$ cat src/verilog/pllsw_pkg.sv
// Constants for the PLL reference switchover controller
package pllsw_pkg;
   // Register byte offsets
   localparam logic [7:0] PLLSW_CTRL_OFS = 8'h00;
   localparam logic [7:0] PLLSW_RESYNC_OFS = 8'h04;
   localparam logic [7:0] PLLSW_STATUS_OFS = 8'h08;
   localparam logic [7:0] PLLSW_IRQ_STAT_OFS = 8'h0C;
   localparam logic [7:0] PLLSW_IRQ_MASK_OFS = 8'h10;
   // Control fields
   localparam int PLLSW_CTRL_AUTO_BIT = 0;
   localparam int PLLSW_CTRL_DLY_EN_BIT = 1;
   localparam int PLLSW_CTRL_DLY_LSB = 2;
   localparam int PLLSW_DLY_W = 5;
   localparam logic [31:0] PLLSW_CTRL_RST = 32'h0000_0001;
   // Resync length in ref_clk cycles
   localparam int PLLSW_RESYNC_W = 16;
   localparam logic [15:0] PLLSW_RESYNC_RST = 16'h0040;
   // Status fields
   localparam int PLLSW_ST_ACTIVE_BIT = 0;
   localparam int PLLSW_ST_FAIL0_BIT = 1;
   localparam int PLLSW_ST_FAIL1_BIT = 2;
   localparam int PLLSW_ST_COND_BIT = 3;
   localparam int PLLSW_ST_LOCK_BIT = 4;
   localparam int PLLSW_ST_BUSY_BIT = 5;
   // Interrupt events
   localparam int PLLSW_IRQ_W = 4;
   localparam int PLLSW_IRQ_DONE_BIT = 0;
   localparam int PLLSW_IRQ_FAIL0_BIT = 1;
   localparam int PLLSW_IRQ_FAIL1_BIT = 2;
   localparam int PLLSW_IRQ_LOCK_BIT = 3;
   // AXI responses
   localparam logic [1:0] PLLSW_RESP_OKAY = 2'h0;
   localparam logic [1:0] PLLSW_RESP_SLVERR = 2'h2;
   // Edge counter limit that marks a missing clock
   localparam logic [1:0] PLLSW_MISS_CNT = 2'h3;
   // Switchover sequencer states
   typedef enum logic [4:0] {
      ST_IDLE = 5'b00001,
      ST_DELAY = 5'b00010,
      ST_GATE = 5'b00100,
      ST_SWAP = 5'b01000,
      ST_RESYNC = 5'b10000
   } pllsw_state_t;
endpackage

$ cat src/verilog/pllsw_edge.sv
// Rising and falling edge detector for a sampled level
`timescale 1ns/10ps
module pllsw_edge (
   input wire logic ref_clk,
   input wire logic rst_n,
   input wire logic ce,
   input wire logic level,
   output logic rise,
   output logic fall
);
   logic prev_q;

   // Previous sample
   always_ff @(posedge ref_clk or negedge rst_n) begin
      if (!rst_n) begin
         prev_q <= 1'b0;
      end else if (ce) begin
         prev_q <= level;
      end
   end

   assign rise = ce & level & ~prev_q;
   assign fall = ce & ~level & prev_q;
endmodule

$ cat src/verilog/pllsw_top.sv
// PLL reference switchover controller with AXI4-Lite registers
//
// Chosen here: the AXI4-Lite register port and the register offsets.
`timescale 1ns/10ps
// Overview of operation
// - Automatic failover and requested switching coexist
// - Request rising edge or automatic failure starts a switch
// - Glitch-free change, then resync before lock
// - Optional five-bit delay up to 31 incoming clock cycles
// - Request rising edge raises switch condition
// - Switchover follows the fixed state order, visiting DELAY only when the delay is enabled
// - Switch condition ORs active failure and request
// - Gate on outgoing fall, swap on incoming fall
module pllsw_top
   import pllsw_pkg::*;
(
   input wire logic ref_clk,
   input wire logic rst_n,
   input wire logic ce,
   input wire logic primary_reference_clock,
   input wire logic secondary_reference_clock,
   input wire logic switch_request,
   output logic active_clock,
   output logic ref_gate,
   output logic switch_condition,
   output logic ref_zero_fail_flag,
   output logic ref_one_fail_flag,
   output logic pll_locked,
   output logic irq,
   input wire logic [7:0] s_axi_awaddr,
   input wire logic s_axi_awvalid,
   output logic s_axi_awready,
   input wire logic [31:0] s_axi_wdata,
   input wire logic [3:0] s_axi_wstrb,
   input wire logic s_axi_wvalid,
   output logic s_axi_wready,
   output logic [1:0] s_axi_bresp,
   output logic s_axi_bvalid,
   input wire logic s_axi_bready,
   input wire logic [7:0] s_axi_araddr,
   input wire logic s_axi_arvalid,
   output logic s_axi_arready,
   output logic [31:0] s_axi_rdata,
   output logic [1:0] s_axi_rresp,
   output logic s_axi_rvalid,
   input wire logic s_axi_rready
);
   import pllsw_pkg::*;

   pllsw_state_t state_q;
   logic r0_rise, r0_fall, r1_rise, r1_fall, req_rise;
   logic [1:0] cnt0_q, cnt1_q, cnt0_n, cnt1_n;
   logic fail0_d, fail1_d;
   logic [31:0] ctrl_q;
   logic [PLLSW_RESYNC_W-1:0] resync_len_q, resync_cnt_q;
   logic [PLLSW_IRQ_W-1:0] irq_stat_q, irq_mask_q, irq_set;
   logic [5:0] dly_cnt_q;
   logic act_fail, tgt_fail, trigger, out_fall, in_fall, in_rise;
   logic aw_held_q, w_held_q;
   logic [7:0] aw_addr_q;
   logic [31:0] w_data_q;
   logic [3:0] w_strb_q;
   logic wr_go;
   logic [31:0] status_word;

   pllsw_edge u_edge_r0 (
      .ref_clk(ref_clk), .rst_n(rst_n), .ce(ce),
      .level(primary_reference_clock), .rise(r0_rise), .fall(r0_fall)
   );
   pllsw_edge u_edge_r1 (
      .ref_clk(ref_clk), .rst_n(rst_n), .ce(ce),
      .level(secondary_reference_clock), .rise(r1_rise), .fall(r1_fall)
   );
   pllsw_edge u_edge_req (
      .ref_clk(ref_clk), .rst_n(rst_n), .ce(ce),
      .level(switch_request), .rise(req_rise), .fall()
   );

   // Edge counters: a count of three means the other clock stalled
   always_comb begin
      cnt0_n = cnt0_q + {1'b0, r0_rise};
      cnt1_n = cnt1_q + {1'b0, r1_rise};
      fail0_d = ref_zero_fail_flag;
      fail1_d = ref_one_fail_flag;
      if (r0_rise) begin
         fail0_d = 1'b0;
      end
      if (r1_rise) begin
         fail1_d = 1'b0;
      end
      if (cnt1_n == PLLSW_MISS_CNT) begin
         fail0_d = 1'b1;
         cnt1_n = 2'h0;
      end
      if (cnt0_n == PLLSW_MISS_CNT) begin
         fail1_d = 1'b1;
         cnt0_n = 2'h0;
      end
      if (cnt0_n != 2'h0 && cnt1_n != 2'h0) begin
         cnt0_n = 2'h0;
         cnt1_n = 2'h0;
      end
   end

   always_ff @(posedge ref_clk or negedge rst_n) begin
      if (!rst_n) begin
         cnt0_q <= 2'h0;
         cnt1_q <= 2'h0;
         ref_zero_fail_flag <= 1'b0;
         ref_one_fail_flag <= 1'b0;
      end else if (ce) begin
         cnt0_q <= cnt0_n;
         cnt1_q <= cnt1_n;
         ref_zero_fail_flag <= fail0_d;
         ref_one_fail_flag <= fail1_d;
      end
   end

   assign act_fail = active_clock ? ref_one_fail_flag : ref_zero_fail_flag;
   assign tgt_fail = active_clock ? ref_zero_fail_flag : ref_one_fail_flag;
   assign out_fall = active_clock ? r1_fall : r0_fall;
   assign in_fall = active_clock ? r0_fall : r1_fall;
   assign in_rise = active_clock ? r0_rise : r1_rise;
   assign trigger = ~tgt_fail & (req_rise | (ctrl_q[PLLSW_CTRL_AUTO_BIT] & act_fail));

   always_ff @(posedge ref_clk or negedge rst_n) begin
      if (!rst_n) begin
         switch_condition <= 1'b0;
      end else if (ce) begin
         switch_condition <= (~active_clock & ref_zero_fail_flag)
            | (active_clock & ref_one_fail_flag) | switch_request;
      end
   end

   // Switchover sequencer
   always_ff @(posedge ref_clk or negedge rst_n) begin
      if (!rst_n) begin
         state_q <= ST_IDLE;
         active_clock <= 1'b0;
         ref_gate <= 1'b1;
         pll_locked <= 1'b1;
         dly_cnt_q <= 6'h00;
         resync_cnt_q <= '0;
      end else if (ce) begin
         unique case (state_q)
            ST_IDLE: begin
               dly_cnt_q <= 6'h00;
               if (trigger) begin
                  state_q <= ctrl_q[PLLSW_CTRL_DLY_EN_BIT] ? ST_DELAY : ST_GATE;
               end
            end
            ST_DELAY: begin
               if (dly_cnt_q == {1'b0, ctrl_q[PLLSW_CTRL_DLY_LSB +: PLLSW_DLY_W]}) begin
                  state_q <= ST_GATE;
               end else if (in_rise) begin
                  dly_cnt_q <= dly_cnt_q + 6'h01;
               end
            end
            ST_GATE: begin
               // Gate on outgoing fall or stall
               if (out_fall || act_fail) begin
                  ref_gate <= 1'b0;
                  state_q <= ST_SWAP;
               end
            end
            ST_SWAP: begin
               if (in_fall) begin
                  active_clock <= ~active_clock;
                  ref_gate <= 1'b1;
                  pll_locked <= 1'b0;
                  resync_cnt_q <= '0;
                  state_q <= ST_RESYNC;
               end
            end
            ST_RESYNC: begin
               if (resync_cnt_q >= resync_len_q) begin
                  pll_locked <= 1'b1;
                  state_q <= ST_IDLE;
               end else begin
                  resync_cnt_q <= resync_cnt_q + 16'h0001;
               end
            end
            default: begin
               state_q <= ST_IDLE;
            end
         endcase
      end
   end

   // Interrupt events
   always_comb begin
      irq_set = '0;
      irq_set[PLLSW_IRQ_DONE_BIT] = (state_q == ST_SWAP) & in_fall;
      irq_set[PLLSW_IRQ_FAIL0_BIT] = fail0_d & ~ref_zero_fail_flag & ce;
      irq_set[PLLSW_IRQ_FAIL1_BIT] = fail1_d & ~ref_one_fail_flag & ce;
      irq_set[PLLSW_IRQ_LOCK_BIT] = ce & (state_q == ST_RESYNC)
         & (resync_cnt_q >= resync_len_q);
   end

   assign wr_go = aw_held_q & w_held_q & ~s_axi_bvalid;

   // Write channel capture
   always_ff @(posedge ref_clk or negedge rst_n) begin
      if (!rst_n) begin
         aw_held_q <= 1'b0;
         w_held_q <= 1'b0;
         aw_addr_q <= 8'h00;
         w_data_q <= 32'h0000_0000;
         w_strb_q <= 4'h0;
         s_axi_bvalid <= 1'b0;
         s_axi_bresp <= PLLSW_RESP_OKAY;
      end else if (ce) begin
         if (s_axi_awvalid && s_axi_awready) begin
            aw_held_q <= 1'b1;
            aw_addr_q <= s_axi_awaddr;
         end
         if (s_axi_wvalid && s_axi_wready) begin
            w_held_q <= 1'b1;
            w_data_q <= s_axi_wdata;
            w_strb_q <= s_axi_wstrb;
         end
         if (wr_go) begin
            aw_held_q <= 1'b0;
            w_held_q <= 1'b0;
            s_axi_bvalid <= 1'b1;
            s_axi_bresp <= (aw_addr_q == PLLSW_CTRL_OFS || aw_addr_q == PLLSW_RESYNC_OFS
               || aw_addr_q == PLLSW_STATUS_OFS || aw_addr_q == PLLSW_IRQ_STAT_OFS
               || aw_addr_q == PLLSW_IRQ_MASK_OFS) ? PLLSW_RESP_OKAY : PLLSW_RESP_SLVERR;
         end else if (s_axi_bready) begin
            s_axi_bvalid <= 1'b0;
         end
      end
   end

   assign s_axi_awready = ~aw_held_q & ~s_axi_bvalid;
   assign s_axi_wready = ~w_held_q & ~s_axi_bvalid;

   // Control registers
   always_ff @(posedge ref_clk or negedge rst_n) begin
      if (!rst_n) begin
         ctrl_q <= PLLSW_CTRL_RST;
         resync_len_q <= PLLSW_RESYNC_RST;
         irq_mask_q <= '0;
      end else if (ce && wr_go) begin
         for (int i = 0; i < 4; i++) begin
            if (w_strb_q[i] && aw_addr_q == PLLSW_CTRL_OFS) begin
               ctrl_q[i*8 +: 8] <= w_data_q[i*8 +: 8];
            end
         end
         if (aw_addr_q == PLLSW_RESYNC_OFS) begin
            if (w_strb_q[0]) begin
               resync_len_q[7:0] <= w_data_q[7:0];
            end
            if (w_strb_q[1]) begin
               resync_len_q[15:8] <= w_data_q[15:8];
            end
         end
         if (aw_addr_q == PLLSW_IRQ_MASK_OFS && w_strb_q[0]) begin
            irq_mask_q <= w_data_q[PLLSW_IRQ_W-1:0];
         end
      end
   end

   // Sticky status, write one to clear, set wins
   always_ff @(posedge ref_clk or negedge rst_n) begin
      if (!rst_n) begin
         irq_stat_q <= '0;
      end else if (ce) begin
         if (wr_go && aw_addr_q == PLLSW_IRQ_STAT_OFS && w_strb_q[0]) begin
            irq_stat_q <= (irq_stat_q & ~w_data_q[PLLSW_IRQ_W-1:0]) | irq_set;
         end else begin
            irq_stat_q <= irq_stat_q | irq_set;
         end
      end
   end

   assign irq = |(irq_stat_q & irq_mask_q);

   always_comb begin
      status_word = 32'h0000_0000;
      status_word[PLLSW_ST_ACTIVE_BIT] = active_clock;
      status_word[PLLSW_ST_FAIL0_BIT] = ref_zero_fail_flag;
      status_word[PLLSW_ST_FAIL1_BIT] = ref_one_fail_flag;
      status_word[PLLSW_ST_COND_BIT] = switch_condition;
      status_word[PLLSW_ST_LOCK_BIT] = pll_locked;
      status_word[PLLSW_ST_BUSY_BIT] = (state_q != ST_IDLE);
   end

   // Read channel
   always_ff @(posedge ref_clk or negedge rst_n) begin
      if (!rst_n) begin
         s_axi_rvalid <= 1'b0;
         s_axi_rdata <= 32'h0000_0000;
         s_axi_rresp <= PLLSW_RESP_OKAY;
      end else if (ce) begin
         if (s_axi_arvalid && s_axi_arready) begin
            s_axi_rvalid <= 1'b1;
            s_axi_rresp <= PLLSW_RESP_OKAY;
            unique case (s_axi_araddr)
               PLLSW_CTRL_OFS: s_axi_rdata <= ctrl_q;
               PLLSW_RESYNC_OFS: s_axi_rdata <= {16'h0000, resync_len_q};
               PLLSW_STATUS_OFS: s_axi_rdata <= status_word;
               PLLSW_IRQ_STAT_OFS: s_axi_rdata <= {28'h0000000, irq_stat_q};
               PLLSW_IRQ_MASK_OFS: s_axi_rdata <= {28'h0000000, irq_mask_q};
               default: begin
                  s_axi_rdata <= 32'h0000_0000;
                  s_axi_rresp <= PLLSW_RESP_SLVERR;
               end
            endcase
         end else if (s_axi_rready) begin
            s_axi_rvalid <= 1'b0;
         end
      end
   end

   assign s_axi_arready = ~s_axi_rvalid;
endmodule

$ cat config.mk
export PLATFORM = sky130hd
export DESIGN_NAME = pllsw_top
export DESIGN_NICKNAME = d
export VERILOG_FILES = /design/src/verilog/pllsw_pkg.sv /design/src/verilog/pllsw_edge.sv /design/src/verilog/pllsw_top.sv
export SDC_FILE = /design/constraint.sdc
export NUM_CORES = 1
export LEC_CHECK = 0
export BUFFER_PORTS_ARGS = -buffer_cell sky130_fd_sc_hd__buf_2
export CORE_MARGIN = 2
export CORE_UTILIZATION = 45
export CTS_BUF_LIST = sky130_fd_sc_hd__clkbuf_4
export CTS_CLUSTER_DIAMETER = 150
export DETAILED_ROUTE_END_ITERATION = 6
export PLACE_DENSITY = 0.67
export REMOVE_ABC_BUFFERS = 1
export SLEW_MARGIN = 25
export SYNTH_ARGS = -nofsm -noshare
export SYNTH_HDL_FRONTEND = slang
export SYNTH_SLANG_ARGS = --single-unit
$ cat constraint.sdc
create_clock -name ref_clk -period 2.9 [get_ports ref_clk]
set_clock_uncertainty 0.15 [all_clocks]
set_input_delay 0.58 -clock ref_clk [delete_from_list [all_inputs] [get_ports ref_clk]]
set_output_delay 0.58 -clock ref_clk [all_outputs]
set_load 0.02 [all_outputs]
==> flow_summary.ini <==
[final_layout]
area_growth_pct = 15.14
final_util = 0.5334
fillCellCount = 1591
final_cell_mix = 173 x dfrtp_1, 107 x buf_2, 98 x mux2_2
final_common_cell = dfrtp_1
drive_gt1_frac = 0.3288
fin_nets = 955
final_area_um2 = 9647

[placed_design]
placed_area_um2 = 9304
dpl_worst_slack_ps = 100.0
port_buffers = 108
hpwl_um = 13600
gp_congestion = 0.8806

[logic_synthesis]
synth_top_area_frac = 0.5167
avgSynthCellArea_um2 = 11.29
async_flop_share = 1.000
ys_seq_elements = 178
yosysUniqueCellTypes = 66
yosysWarnings = 0
yosysTopAreaCell = dfrtp_1
synth.area.top_cells = dfrtp_1 52%, mux2_2 13%, nand2_1 4.3%
synth-seq-area-share = 0.5324
synth_ff_type = dfrtp_1
synthCells = 742
synth_edf_count = 0
synth_area_um2 = 8378

[global_route]
grt_pass1_wl_um = 30960
antenna_found_initial = 2
grt_pass1_vias = 5905
overflow = 0
gr-usage-all-layers = 0.1989
grt_max_degree = 64

[route]
drt.antenna.violating_nets = 0
routed_wirelength_um = 18620
dr_total_vias = 5907
viasPerCell = 5.326
first_pass_iters = 6
wl_per_cell_um = 16.79
drt_iter0_markers = 296
route.detailed.drc = 0

[critical_path]
cp.depth = 8
r2r_cells = 8
critical_path_class = reg2reg
path_buf_inv = 1
crit_family = compound AO/OA/AOI/OAI gates
crit_fanout = 6
slowest_delay_ps = 450
start_kind = flop
worstPathCellList = inv_1 > ha_1 > nand2b_1 > a2111oi_1 > or4b_4 > nand3_1 > o311a_1 > a221o_1
crit_slowest_cell = dfrtp_1
worst_ep_arrival_time_ps = 3040
required_ps = 3230
critPathCaptureType = flop

[sta]
hold_violations = 0
fmax_mhz = 369.5
fin_crit_ps = 2707
relSlewSlack = 0.5853
final_max_slew_viol_count = 0
finalWorstSetupSlack_ps = 193.4
worst_pin_slew_ps = 621.6
post-route-period-util = 0.9333
setup_viol = 0
grt_setup_unrepaired = false

[floorplan]
core_um2 = 18090
start_util = 0.4632
die_area_um2 = 19720
pin_count = 111
die_y_um = 140.4
die_x_um = 140.4
num_rows = 49

[clocking]
cts_tree = yes
clkLatencyLatePin_ps = 580
cts.sinks = 178
cts-htree-levels = 4
numCtsBuffers = 17
cts_setup_buffers = 0
root_buffer = clkbuf_4
cts.clk_slew.worst_paths_ps = 160
clk_path_buf_depth = 2

[run_status]
status = completed

[min_path]
hold_path.class = in2reg
whs_path_depth = 2

[power]
power.density_nw_per_um2 = 671.5
p_leak_nw = 4.739
irDropWorstVdd_mv = 0.4769

[job]
max-cap-violations = 0
timing repair:
action                                  CTS  global route
hold buffers                              1             0
gates resized for setup                   0             2
endpoints found under the setup margin    0             4
hold endpoints to repair                 60             0
where the power goes:
part / internal (mW) / leakage [nW] / switching (mW)
combinational: 0.722 / 2.22 / 0.717
sequential: 3.00 / 2.34 / 0.464
clock: 0.630 / 0.176 / 0.947
worst paths after layout:
path                                 startpoint              end  slack (ps)
worst max-delay path            resync_cnt_q[0]  resync_cnt_q[9]         190
worst min-delay path            s_axi_wdata[31]     w_data_q[31]          70
worst max register to register  resync_cnt_q[0]  resync_cnt_q[9]         190
worst min register to register   s_axi_rdata[1]   s_axi_rdata[1]         340
max in group asynchronous                 rst_n       ctrl_q[25]        1430
min in group asynchronous                 rst_n     aw_addr_q[6]         370
state kept, by name, summed over array words and instances (netlist names), 2 cells and up:
register	count
cnt1_q	2
irq_stat_q	4
w_data_q	32
state_q	5
ctrl_q	32
irq_mask_q	4
resync_len_q	16
resync_cnt_q	16
cnt0_q	2
w_strb_q	4
aw_addr_q	8
s_axi_rdata	32
dly_cnt_q	6
per-layer routing:
layer,GRT usage,routed length [um],share of wire,up-vias
met2,0.3284,9130,0.49,102
met3,0.03897,585,0.031,17
met4,0.05157,176,0.0095,0
li1,-,-,-,2890
met5,0,0,0,-
met1,0.2712,8729,0.47,2898
worst register-to-register path: cells and delay by family, from the launching register on:
family	cells	cell delay (ps)
fa+ha+maj	1	260
compound gates	3	1120
buf+inv	1	60
simple gates	3	590
flops	1	450
layout make-up:
| class | instances | area (um2) | area share |
|---|---|---|---|
| tap | 229 | 286.5 | 0.02970 |
| clock inverter | 15 | 193.9 | 0.02010 |
| timing repair buffer | 133 | 787.0 | 0.08158 |
| inverter | 40 | 150.1 | 0.01556 |
| multi-input combinational | 496 | 3638 | 0.3772 |
| antenna | 1 | 2.502 | 0.0002594 |
| clock buffer | 17 | 127.6 | 0.01323 |
| sequential | 178 | 4461 | 0.4624 |
through the flow:
step                TNS [ps]  hold WS (ps)  instances  power (mW)
finish                     0         65.61       1109       6.478
global route               0         18.80       1109       6.872
CTS                        0         30.91       1108       6.530
detailed placement         0         317.0       1075       4.962
global placement           0         308.9       1075       4.908
floorplan             -90580         134.4        714       4.405
cells in the mapped netlist (2+ instances only):
master	count
nor3b_1	3
a211o_1	9
inv_1	40
mux2i_1	12
nand3b_1	3
nor2_1	39
nor3_4	3
nor3_1	11
and3_1	13
buf_2	8
a221o_1	6
nor4b_2	2
a22o_1	3
o21ai_0	23
dfrtp_1	173
a21oi_1	5
clkbuf_1	15
o21a_1	3
xor2_1	8
a211oi_1	6
mux2_2	98
nand3_1	18
nor2b_1	3
o21ai_1	27
buf_4	3
buf_6	3
nand2b_1	2
o31ai_1	5
nor4_1	6
a31oi_1	5
or2_2	2
a22oi_1	13
nand2_1	97
mux2_1	2
or4_1	4
nand4_1	7
dfstp_2	5
ha_1	26
a21o_1	4
kinds of logic after synthesis:
logic type	after synthesis	share of synthesized area
AO/OA/AOI/OAI	122	0.09857
XOR/XNOR	9	0.009409
adder cells (fa/ha/maj)	26	0.03883
buffers and inverters	69	0.03614
flip-flops	178	0.5324
multiplexers	112	0.1487
other	1	0.0004476
AND/OR/NAND/NOR	225	0.1355
No activity file was read; power rests on OpenSTA's default activity.
